$ cat config.mk
export PLATFORM = sky130hd
export DESIGN_NAME = srh_ctrl
export DESIGN_NICKNAME = d
export VERILOG_FILES = /design/src/srh_pkg.sv /design/src/srh_ctrl.sv
export VERILOG_INCLUDE_DIRS = /design/src
export SDC_FILE = /design/constraint.sdc
export NUM_CORES = 1
export LEC_CHECK = 0
export BUFFER_PORTS_ARGS = -buffer_cell sky130_fd_sc_hd__buf_4
export CORE_MARGIN = 1
export CORE_UTILIZATION = 52
export DETAILED_ROUTE_END_ITERATION = 8
export PLACE_DENSITY_LB_ADDON = 0.12
export SETUP_SLACK_MARGIN = 0.4
export SLEW_MARGIN = 20
export SYNTH_ARGS = -nofsm -noshare
export SYNTH_HDL_FRONTEND = slang
export SYNTH_SLANG_ARGS = --single-unit
$ cat constraint.sdc
create_clock -name clk -period 2.29 [get_ports clk]
set_clock_uncertainty 0.2 [all_clocks]
set_input_delay 0.1145 -clock clk [delete_from_list [all_inputs] [get_ports clk]]
set_output_delay 0.1145 -clock clk [all_outputs]
set_load 0.01 [all_outputs]
$ cat src/srh_regs.svh
// timing constants and field sizes for the sram host controller
`ifndef SRH_REGS_SVH
`define SRH_REGS_SVH
// ****************************************************************
// Functional notes
// - the host keeps write enable or chip select high whenever the address changes.
// - with output enable low during a write the pulse must cover output float time plus data setup.
// - write recovery is timed from the first of chip select or write enable to rise.
// - write enable stays high through every read cycle.
// - the host never drives the data pins while the memory may be driving them.
// - the address is valid no later than chip select falling for a read.
// - before retention the host deselects with chip select at the cmos high level, supply at least 2.0 V.
// - after retention the host waits one read cycle time before accesses.
// ****************************************************************
`define SRH_CLK_NS 8
`define SRH_TRC_NS 20
`define SRH_TAA_NS 20
`define SRH_TWP_NS 15
`define SRH_TWHZ_NS 10
`define SRH_TDW_NS 8
`define SRH_TOHZ_NS 8
`define SRH_TWR_NS 0
`define SRH_CYC_UP(ns) (((ns) + `SRH_CLK_NS - 1) / `SRH_CLK_NS)
`define SRH_RD_CYC (`SRH_CYC_UP(`SRH_TAA_NS) + 1)
`define SRH_WP_CYC `SRH_CYC_UP(`SRH_TWHZ_NS + `SRH_TDW_NS)
`define SRH_TURN_CYC `SRH_CYC_UP(`SRH_TOHZ_NS)
`define SRH_RET_CYC `SRH_CYC_UP(`SRH_TRC_NS)
`define SRH_RD_WAIT_CYC (`SRH_RD_CYC + 2)
`define SRH_WP_LOAD_CYC (`SRH_WP_CYC - 1)
`define SRH_ADDR_W 15
`define SRH_DATA_W 8
`define SRH_CNT_W 4
`define SRH_CNT_ONE 4'h1
`define SRH_CNT_ZERO 4'h0
`endif

$ cat src/srh_pkg.sv
// types for the sram host controller
package srh_pkg;
  typedef enum logic [2:0] {
    SRH_IDLE,
    SRH_RD_SETUP,
    SRH_RD_WAIT,
    SRH_WR_SETUP,
    SRH_WR_PULSE,
    SRH_WR_END,
    SRH_TURN,
    SRH_SLEEP
  } srh_state_t;
endpackage

$ cat src/srh_ctrl.sv
// host controller driving a 32k x 8 asynchronous sram
`timescale 1ns/100ps
`include "srh_regs.svh"
module srh_ctrl #(
  parameter int ADDR_W = `SRH_ADDR_W,
  parameter int DATA_W = `SRH_DATA_W
) (
  input wire logic clk,
  input wire logic srst,
  input wire logic req_valid,
  input wire logic req_write,
  input wire logic [ADDR_W-1:0] req_addr,
  input wire logic [DATA_W-1:0] req_wdata,
  input wire logic retain_req,
  output logic req_ready,
  output logic rsp_valid,
  output logic [DATA_W-1:0] rsp_rdata,
  output logic retain_ok,
  output logic [ADDR_W-1:0] mem_addr,
  output logic mem_cs_n,
  output logic mem_we_n,
  output logic mem_oe_n,
  output logic [DATA_W-1:0] mem_dq_o,
  output logic mem_dq_oe,
  input wire logic [DATA_W-1:0] mem_dq_i
);
  // ****************************************************************
  // state
  // ****************************************************************
  srh_pkg::srh_state_t state_r;
  logic [`SRH_CNT_W-1:0] cnt_r;
  logic retain_s1_r;
  logic retain_s2_r;
  logic retain_s3_r;
  logic retain_lvl_r;
  logic [DATA_W-1:0] dq_s1_r;
  logic [DATA_W-1:0] dq_s2_r;
  logic [DATA_W-1:0] dq_s3_r;
  logic [DATA_W-1:0] dq_lvl_r;
  logic cnt_done;

  assign cnt_done = (cnt_r == `SRH_CNT_ZERO);

  // ****************************************************************
  // pin synchronisers
  // ****************************************************************
  // retention request may come from power logic, treat as asynchronous
  always_ff @(posedge clk)
  begin
    if (srst)
    begin
      retain_s1_r <= 1'b0;
      retain_s2_r <= 1'b0;
      retain_s3_r <= 1'b0;
      retain_lvl_r <= 1'b0;
    end
    else
    begin
      retain_s1_r <= retain_req;
      retain_s2_r <= retain_s1_r;
      retain_s3_r <= retain_s2_r;
      if (retain_s2_r == retain_s3_r)
        retain_lvl_r <= retain_s3_r;
    end
  end

  // read data comes back from the pins, three stages and a settle check
  // costs latency, but a bus caught mid-change is never taken
  always_ff @(posedge clk)
  begin
    if (srst)
    begin
      dq_s1_r <= '0;
      dq_s2_r <= '0;
      dq_s3_r <= '0;
      dq_lvl_r <= '0;
    end
    else
    begin
      dq_s1_r <= mem_dq_i;
      dq_s2_r <= dq_s1_r;
      dq_s3_r <= dq_s2_r;
      if (dq_s2_r == dq_s3_r)
        dq_lvl_r <= dq_s3_r;
    end
  end

  // ****************************************************************
  // sequencer
  // ****************************************************************
  always_ff @(posedge clk)
  begin
    if (srst)
    begin
      state_r <= srh_pkg::SRH_IDLE;
      cnt_r <= `SRH_CNT_ZERO;
    end
    else
    begin
      if (!cnt_done)
        cnt_r <= cnt_r - `SRH_CNT_ONE;
      case (state_r)
        srh_pkg::SRH_IDLE:
        begin
          if (retain_lvl_r)
            state_r <= srh_pkg::SRH_SLEEP;
          else if (req_valid && req_write)
            state_r <= srh_pkg::SRH_WR_SETUP;
          else if (req_valid)
            state_r <= srh_pkg::SRH_RD_SETUP;
        end
        srh_pkg::SRH_RD_SETUP:
        begin
          // address settled one cycle before select falls
          state_r <= srh_pkg::SRH_RD_WAIT;
          cnt_r <= `SRH_CNT_W'(`SRH_RD_WAIT_CYC);
        end
        srh_pkg::SRH_RD_WAIT:
        begin
          if (cnt_done)
          begin
            state_r <= srh_pkg::SRH_TURN;
            cnt_r <= `SRH_CNT_W'(`SRH_TURN_CYC);
          end
        end
        srh_pkg::SRH_WR_SETUP:
        begin
          state_r <= srh_pkg::SRH_WR_PULSE;
          cnt_r <= `SRH_CNT_W'(`SRH_WP_LOAD_CYC);
        end
        srh_pkg::SRH_WR_PULSE:
        begin
          if (cnt_done)
            state_r <= srh_pkg::SRH_WR_END;
        end
        srh_pkg::SRH_WR_END:
          state_r <= srh_pkg::SRH_IDLE;
        srh_pkg::SRH_TURN:
        begin
          if (cnt_done)
            state_r <= srh_pkg::SRH_IDLE;
        end
        srh_pkg::SRH_SLEEP:
        begin
          if (!retain_lvl_r)
          begin
            state_r <= srh_pkg::SRH_TURN;
            cnt_r <= `SRH_CNT_W'(`SRH_RET_CYC);
          end
        end
        default:
          state_r <= srh_pkg::SRH_IDLE;
      endcase
    end
  end

  // ****************************************************************
  // pins
  // ****************************************************************
  // all strobes registered so the pins never glitch
  always_ff @(posedge clk)
  begin
    if (srst)
    begin
      mem_addr <= '0;
      mem_cs_n <= 1'b1;
      mem_we_n <= 1'b1;
      mem_oe_n <= 1'b1;
      mem_dq_o <= '0;
      mem_dq_oe <= 1'b0;
    end
    else
    begin
      case (state_r)
        srh_pkg::SRH_IDLE:
        begin
          mem_cs_n <= 1'b1;
          mem_we_n <= 1'b1;
          mem_oe_n <= 1'b1;
          mem_dq_oe <= 1'b0;
          // address moves only while both strobes are high
          if (req_valid && !retain_lvl_r)
          begin
            mem_addr <= req_addr;
            mem_dq_o <= req_wdata;
          end
        end
        srh_pkg::SRH_RD_SETUP:
        begin
          mem_cs_n <= 1'b0;
          mem_we_n <= 1'b1;
          mem_oe_n <= 1'b0;
        end
        srh_pkg::SRH_WR_SETUP:
        begin
          // select and write enable fall together so outputs stay floating
          mem_cs_n <= 1'b0;
          mem_we_n <= 1'b0;
          mem_oe_n <= 1'b1;
          mem_dq_oe <= 1'b1;
        end
        srh_pkg::SRH_WR_PULSE:
        begin
          if (cnt_done)
          begin
            mem_we_n <= 1'b1;
            mem_cs_n <= 1'b1;
          end
        end
        srh_pkg::SRH_WR_END:
          mem_dq_oe <= 1'b0;
        srh_pkg::SRH_RD_WAIT:
        begin
          if (cnt_done)
          begin
            mem_cs_n <= 1'b1;
            mem_oe_n <= 1'b1;
          end
        end
        srh_pkg::SRH_SLEEP:
        begin
          mem_cs_n <= 1'b1;
          mem_we_n <= 1'b1;
          mem_oe_n <= 1'b1;
          mem_dq_oe <= 1'b0;
        end
        default:
        begin
          mem_cs_n <= mem_cs_n;
        end
      endcase
    end
  end

  // ****************************************************************
  // user side
  // ****************************************************************
  always_ff @(posedge clk)
  begin
    if (srst)
    begin
      req_ready <= 1'b0;
      rsp_valid <= 1'b0;
      rsp_rdata <= '0;
      retain_ok <= 1'b0;
    end
    else
    begin
      req_ready <= (state_r == srh_pkg::SRH_TURN && cnt_done) || (state_r == srh_pkg::SRH_WR_END);
      if (state_r == srh_pkg::SRH_IDLE && (req_valid || retain_lvl_r))
        req_ready <= 1'b0;
      else if (state_r == srh_pkg::SRH_IDLE)
        req_ready <= 1'b1;
      rsp_valid <= (state_r == srh_pkg::SRH_RD_WAIT) && cnt_done;
      // sampled after the synchroniser delay, past the access time
      if (state_r == srh_pkg::SRH_RD_WAIT && cnt_done)
        rsp_rdata <= dq_lvl_r;
      retain_ok <= (state_r == srh_pkg::SRH_SLEEP);
    end
  end
endmodule

; ---- Yosys cells after proc, flatten, opt, wreduce, memory -nomap -nowiden
; Index checks and enable logic that the tools add are counted.
[totals]
reg_bits = 81
latch_bits = 0
ram_bits = 0
mem_bits_ro = 0
input_bits = 36
output_inout_bits = 38
wordCells = 80
mem_count = 0
[op_classes]
addsub = 1
n_mul = 0
div_mod_pow = 0
magnitude_cmp = 0
n_eq_ne = 15
n_shift = 0
muxes = 18
n_bitwise = 0
reduce_logical = 26
[ops]
columns = cell, count
row1 = $pmux 3 s8, 1
row2 = $mux 3, 7
row3 = $pmux 4 s4, 1
row4 = $eq 3x3->1 const B, 4
row5 = $mux 4, 3
row6 = $pmux 1 s3, 3
row7 = $reduce_bool 3->1, 3
row8 = $reduce_or 3->1, 3
row9 = $eq 8x8->1, 1
row10 = $ne 2x2->1 const B, 4
row11 = $reduce_and 2->1, 4
row12 = $reduce_or 2->1, 4
row13 = $eq 3x2->1 const B, 2
row14 = $logic_and 1x1->1, 5
row15 = $reduce_and 5->1, 1
row16 = $logic_not 4->1, 1
row17 = $ne 4x4->1 const B, 1
row18 = $sub 4x1->4 const B, 1
row19 = $eq 3x1->1 const B, 1
row20 = $logic_not 3->1, 1
row21 = $logic_or 1x1->1, 2
row22 = $mux 1, 2
row23 = $ne 2x1->1 const B, 1
row24 = $pmux 1 s2, 1
row25 = other kinds (3), 3

; ---- Depth between registers and ports, before layout
[logic_depth]
depth_word = 4
ltp_mapped = 10

; ---- Worst setup path after synthesis
; OpenSTA, ideal clock, no wires.
[synth_path]
path_type = register -> register
from = register cnt_r[0]
to = register cnt_r[0]
setup_ps = 132
t_arrival_ps = 1601
setup_slack_ps = 357
path_stages_with_launch = 10
n_path_buf = 1
period_less_slack_ps = 1933
path_cell_list = dfxtp_1 -> inv_1 -> ha_1 -> nor3b_4 -> inv_2 -> buf_2 -> ha_1 -> mux2_2 -> nand2_1 -> a21oi_1
[synth_between]
elab_chain_len = 4
[synth_lines]
columns = element, line_no
row1 = start: declaration, srh_ctrl.sv:31  ; logic [`SRH_CNT_W-1:0] cnt_r;
row2 = start signal: assignment, srh_ctrl.sv:96  ; cnt_r <= `SRH_CNT_ZERO;
row3 = start signal: assignment, srh_ctrl.sv:101  ; cnt_r <= cnt_r - `SRH_CNT_ONE;
row4 = start signal: assignment, srh_ctrl.sv:116  ; cnt_r <= `SRH_CNT_W'(`SRH_RD_WAIT_CYC);
row5 = $sub 4x1->4 (no line) or $logic_not 4->1 (tied branches), --
row6 = $mux 4, srh_ctrl.sv:100  ; if (!cnt_done)
row7 = $mux 4 (on tied branches), "srh_ctrl.sv:145, srh_ctrl.sv:120"
row8 = $pmux 4 s4 (*), srh_ctrl.sv:102  ; case (state_r)
; Every way passes the cells marked *; elsewhere a longest branch is shown, timed or not.
; A chain may end at the register's enable or synchronous reset.

; ---- Worst setup path after layout
[layout_path]
from = register cnt_r[1]
to = register cnt_r[0]
[layout_between]
elab_chain_len = 4
[layout_lines]
columns = element, line_no
row1 = $logic_not 4->1 (no line) (*), --
row2 = $mux 4, srh_ctrl.sv:100
row3 = $mux 4 (on tied branches), "srh_ctrl.sv:145, srh_ctrl.sv:120"
row4 = $pmux 4 s4 (*), srh_ctrl.sv:102
; Marked as above.

==> results.tsv <==
stage	metric	value	unit
route	DRC Markers	0	
floorplanning	num ports	74	
yosys	post-synthesis cell type count	35	
clocking	CTS Buffer Depth	2	
yosys	Mapped Avg Cell Area	9.18	sq um
run	Max-Cap Viols	0	
route	total number of vias	2522	
final_layout	P&R area growth vs syn	39.8	%
setup_path	Critical Path RT	2.29	ns
worst_hold_path	Cells on Worst Hold Path	2	
floorplanning	initial core utilization	54.3	%
setup_path	CP Max Fanout	10	
yosys	syn nets	366	
clocking	CTS tree	yes	
global_routing	total gr overflow	0	
setup_path	critical path arrival	1.89	ns
setup_path	FF-to-FF path depth	9	
setup_path	Crit Path Class	reg2reg	
sta	Slew Viols, Final	0	
sta	RSZ-0062 raised after global routing	true	
placed_design	port bufs	73	
sta	final setup violation count	0	
yosys	Yosys reg bits	81	
setup_path	worst reg2reg setup slack	0.40	ns
worst_hold_path	Hold Crit Start	srst	
global_routing	largest net degree at the start of global routing	75	
global_routing	first-pass GRT wire length	10700	um
sta	Fin Setup TNS	0	ns
floorplanning	row cnt	27	
placed_design	placed cells	455	
placed_design	GPL Wtd Cong	0.802	
global_routing	all-layer global routing usage	22.4	%
floorplanning	die width	78.1	um
yosys	post-synthesis sequential area ratio	53.9	%
power	total chip power	3.69	mW
floorplanning	Die H	78.1	um
power	Leak Pwr	1.77	nW
power	Max VDD drop	0.000631	V
final_layout	layout net count	469	
clocking	clk sinks	81	
route	vias per cell	4.96	
sta	Max-slew headroom	55.0	%
route	Avg WL per Cell	12.9	um
sta	Final period util	82.6	%
power	Power Density	877	nW/um^2
global_routing	initial antenna violation count	0	
yosys	Synth warnings	0	
clocking	Root Driver	clkbuf_8	
sta	Final Hold Fails	0	
final_layout	diode count	0	
setup_path	r2r startpoint	cnt_r[1]$_SDFF_PP0_	
worst_hold_path	hold endpoint	rsp_rdata[4]$_SDFFE_PP0P_	
final_layout	fraction of layout instances using a drive strength above 1	25.5	%
floorplanning	die area	6100	sq um
setup_path	reg2reg end	cnt_r[0]$_SDFF_PP0_	
route	Routed Antenna Nets	0	
sta	worst hold slack	0.0880	ns
route	Detailed Route WL	6530	um
placed_design	Post-DP HPWL	3780	um
final_layout	fill cell count	397	
yosys	synthesized area	3010	sq um
global_routing	vias in the first global route	2404	
sta	maximum clock frequency	529	MHz
yosys	Post-Syn Instances	328	
setup_path	critical path launch point type	register	
setup_path	crit end category	register	
worst_hold_path	Hold Path Class	in2reg	
floorplanning	core area	5540	sq um
status	status	complete, no violations	
clocking	CTS Buf Count	9	
clocking	clk_lat worst skew	0.35	ns
sta	worst-margin pin slew	0.674	ns
clocking	H-Tree Depth	3	
sta	fin crit period	1.89	ns
route	Pre-antenna DRT Iters	5	
clocking	Clk pin slew, worst setup/hold paths	0.08	ns
final_layout	Finished Layout Cells	508	
route	initial drt markers	85	
-- through the flow --
step,instance area (sq um),util (%),worst slack [ns]
final,4210,75.9,0.399
after global routing,4210,75.9,0.318
after CTS,4180,75.5,0.406
after detailed placement,3610,65.2,0.172
after global placement,3610,65.2,0.251
after floorplan,3030,-,0.421
-- cells by family (layout without fill, tap and decap cells) --
| group | Yosys count | count (layout) | synth area share, % |
|---|---|---|---|
| compound gates | 54 | 54 | 10.3 |
| xor+xnor | 10 | 10 | 2.91 |
| fa+ha+maj | 2 | 2 | 0.831 |
| buf+inv | 28 | 135 | 4.03 |
| flops | 81 | 81 | 53.9 |
| mux | 17 | 17 | 5.69 |
| simple gates | 136 | 137 | 22.4 |
-- sequential cells by signal, summed over array words and instances, names as in the netlist, 3 cells and up --
register,count
dq_s1_r,8
mem_addr,15
mem_dq_o,8
dq_lvl_r,8
dq_s3_r,8
rsp_rdata,8
state_r,3
dq_s2_r,8
cnt_r,4
-- cell type report --
cell class / instances / area (sq um) / area share, %
Sequential cell: 81 / 1630 / 38.6
Clock inverter: 5 / 62.6 / 1.49
Multi-Input combinational cell: 220 / 1310 / 31.0
Clock buffer: 11 / 151 / 3.60
Tap cell: 72 / 90.1 / 2.14
Timing Repair Buffer: 114 / 955 / 22.7
Inverter: 5 / 18.8 / 0.446
-- metal layers --
layer  share of wire, %  wire length (um)  vias up  track usage (%)
met5                  0                 0        -                0
met4                3.5               229        0             15.6
met3                4.0               263       20             5.12
met2                 49              3180       61             36.9
met1                 44              2860     1156             25.8
li1                   -                 -     1285                -
-- worst max-delay path: stages, from the launching register on --
cell	delay, ns
dfxtp_2	0.33
inv_1	0.05
ha_2	0.16
nor3b_4	0.21
inv_2	0.08
buf_6	0.15
ha_4	0.21
mux2_2	0.25
nand2_1	0.06
a21oi_1	0.06
-- cells in the final DEF (no fill, tap or decap), types with 2 or more instances in the layout --
cell           count
o211ai_1           2
clkbuf_8          11
nor3_1             4
clkinvlp_4         2
mux2i_1           16
xnor2_1            8
dfxtp_1           78
o21ai_0            7
nor2b_1           29
dfxtp_2            3
nand3_1            4
xor2_1             2
nor2_1            20
a2111oi_0          3
nand4_1            2
dlygate4sd3_1     33
inv_1              4
o21bai_1           2
a21oi_1           33
nand2_1           52
nand2b_1          18
buf_4             79
a31oi_1            2
-- cell usage after synthesis --
library cell / count / share of area (%)
a2111oi_0: 3 / 0.87
a211o_1: 1 / 0.29
a211oi_1: 1 / 0.25
a21o_1: 1 / 0.25
a21oi_1: 33 / 5.5
a311oi_1: 1 / 0.29
a31oi_1: 2 / 0.42
and3_1: 1 / 0.21
buf_2: 7 / 1.2
buf_6: 1 / 0.37
clkbuf_1: 15 / 1.9
dfxtp_1: 81 / 54
ha_1: 2 / 0.83
inv_1: 4 / 0.50
inv_2: 1 / 0.12
mux2_2: 1 / 0.37
mux2i_1: 16 / 5.3
nand2_1: 52 / 6.5
nand2b_1: 18 / 3.7
nand3_1: 5 / 0.83
nand4_1: 2 / 0.42
nor2_1: 20 / 2.5
nor2_2: 1 / 0.21
nor2b_1: 29 / 6.0
nor3_1: 4 / 0.67
nor3b_4: 1 / 0.62
nor4b_1: 1 / 0.29
o211ai_1: 2 / 0.50
o21a_1: 1 / 0.25
o21ai_0: 7 / 1.2
o21bai_1: 2 / 0.50
or2_2: 1 / 0.21
or3_1: 1 / 0.21
xnor2_1: 8 / 2.3
xor2_1: 2 / 0.58
-- worst max-delay path by stage --
stage | start | end | slack, ns | depth (start not counted)
floorplan | cnt_r[0]$_SDFF_PP0_ | cnt_r[0]$_SDFF_PP0_ | 0.42 | 9
global placement | cnt_r[0]$_SDFF_PP0_ | rsp_rdata[3]$_SDFFE_PP0P_ | 0.25 | 7
detailed placement | cnt_r[0]$_SDFF_PP0_ | rsp_rdata[1]$_SDFFE_PP0P_ | 0.17 | 7
CTS | cnt_r[1]$_SDFF_PP0_ | cnt_r[0]$_SDFF_PP0_ | 0.41 | 9
global route | cnt_r[1]$_SDFF_PP0_ | cnt_r[0]$_SDFF_PP0_ | 0.32 | 9
finish | cnt_r[1]$_SDFF_PP0_ | cnt_r[0]$_SDFF_PP0_ | 0.40 | 9
-- repair_timing --
item / 4_1_cts / 5_1_grt
pin swaps: 0 / 2
endpoints found under the hold margin: 33 / 0
gates resized for setup: 4 / 4
hold buffers: 33 / 0
endpoints found under the setup margin: 33 / 33
cloned: 0 / 1
buffers inserted: 2 / 1
-- report_power, final --
group	switching [mW]	leakage [nW]	internal (mW)
clock network	0.518	0.102	0.569
registers	0.0981	0.663	1.53
logic	0.477	1.01	0.499
total	1.09	1.77	2.60
(Power assumes the default switching activity.)
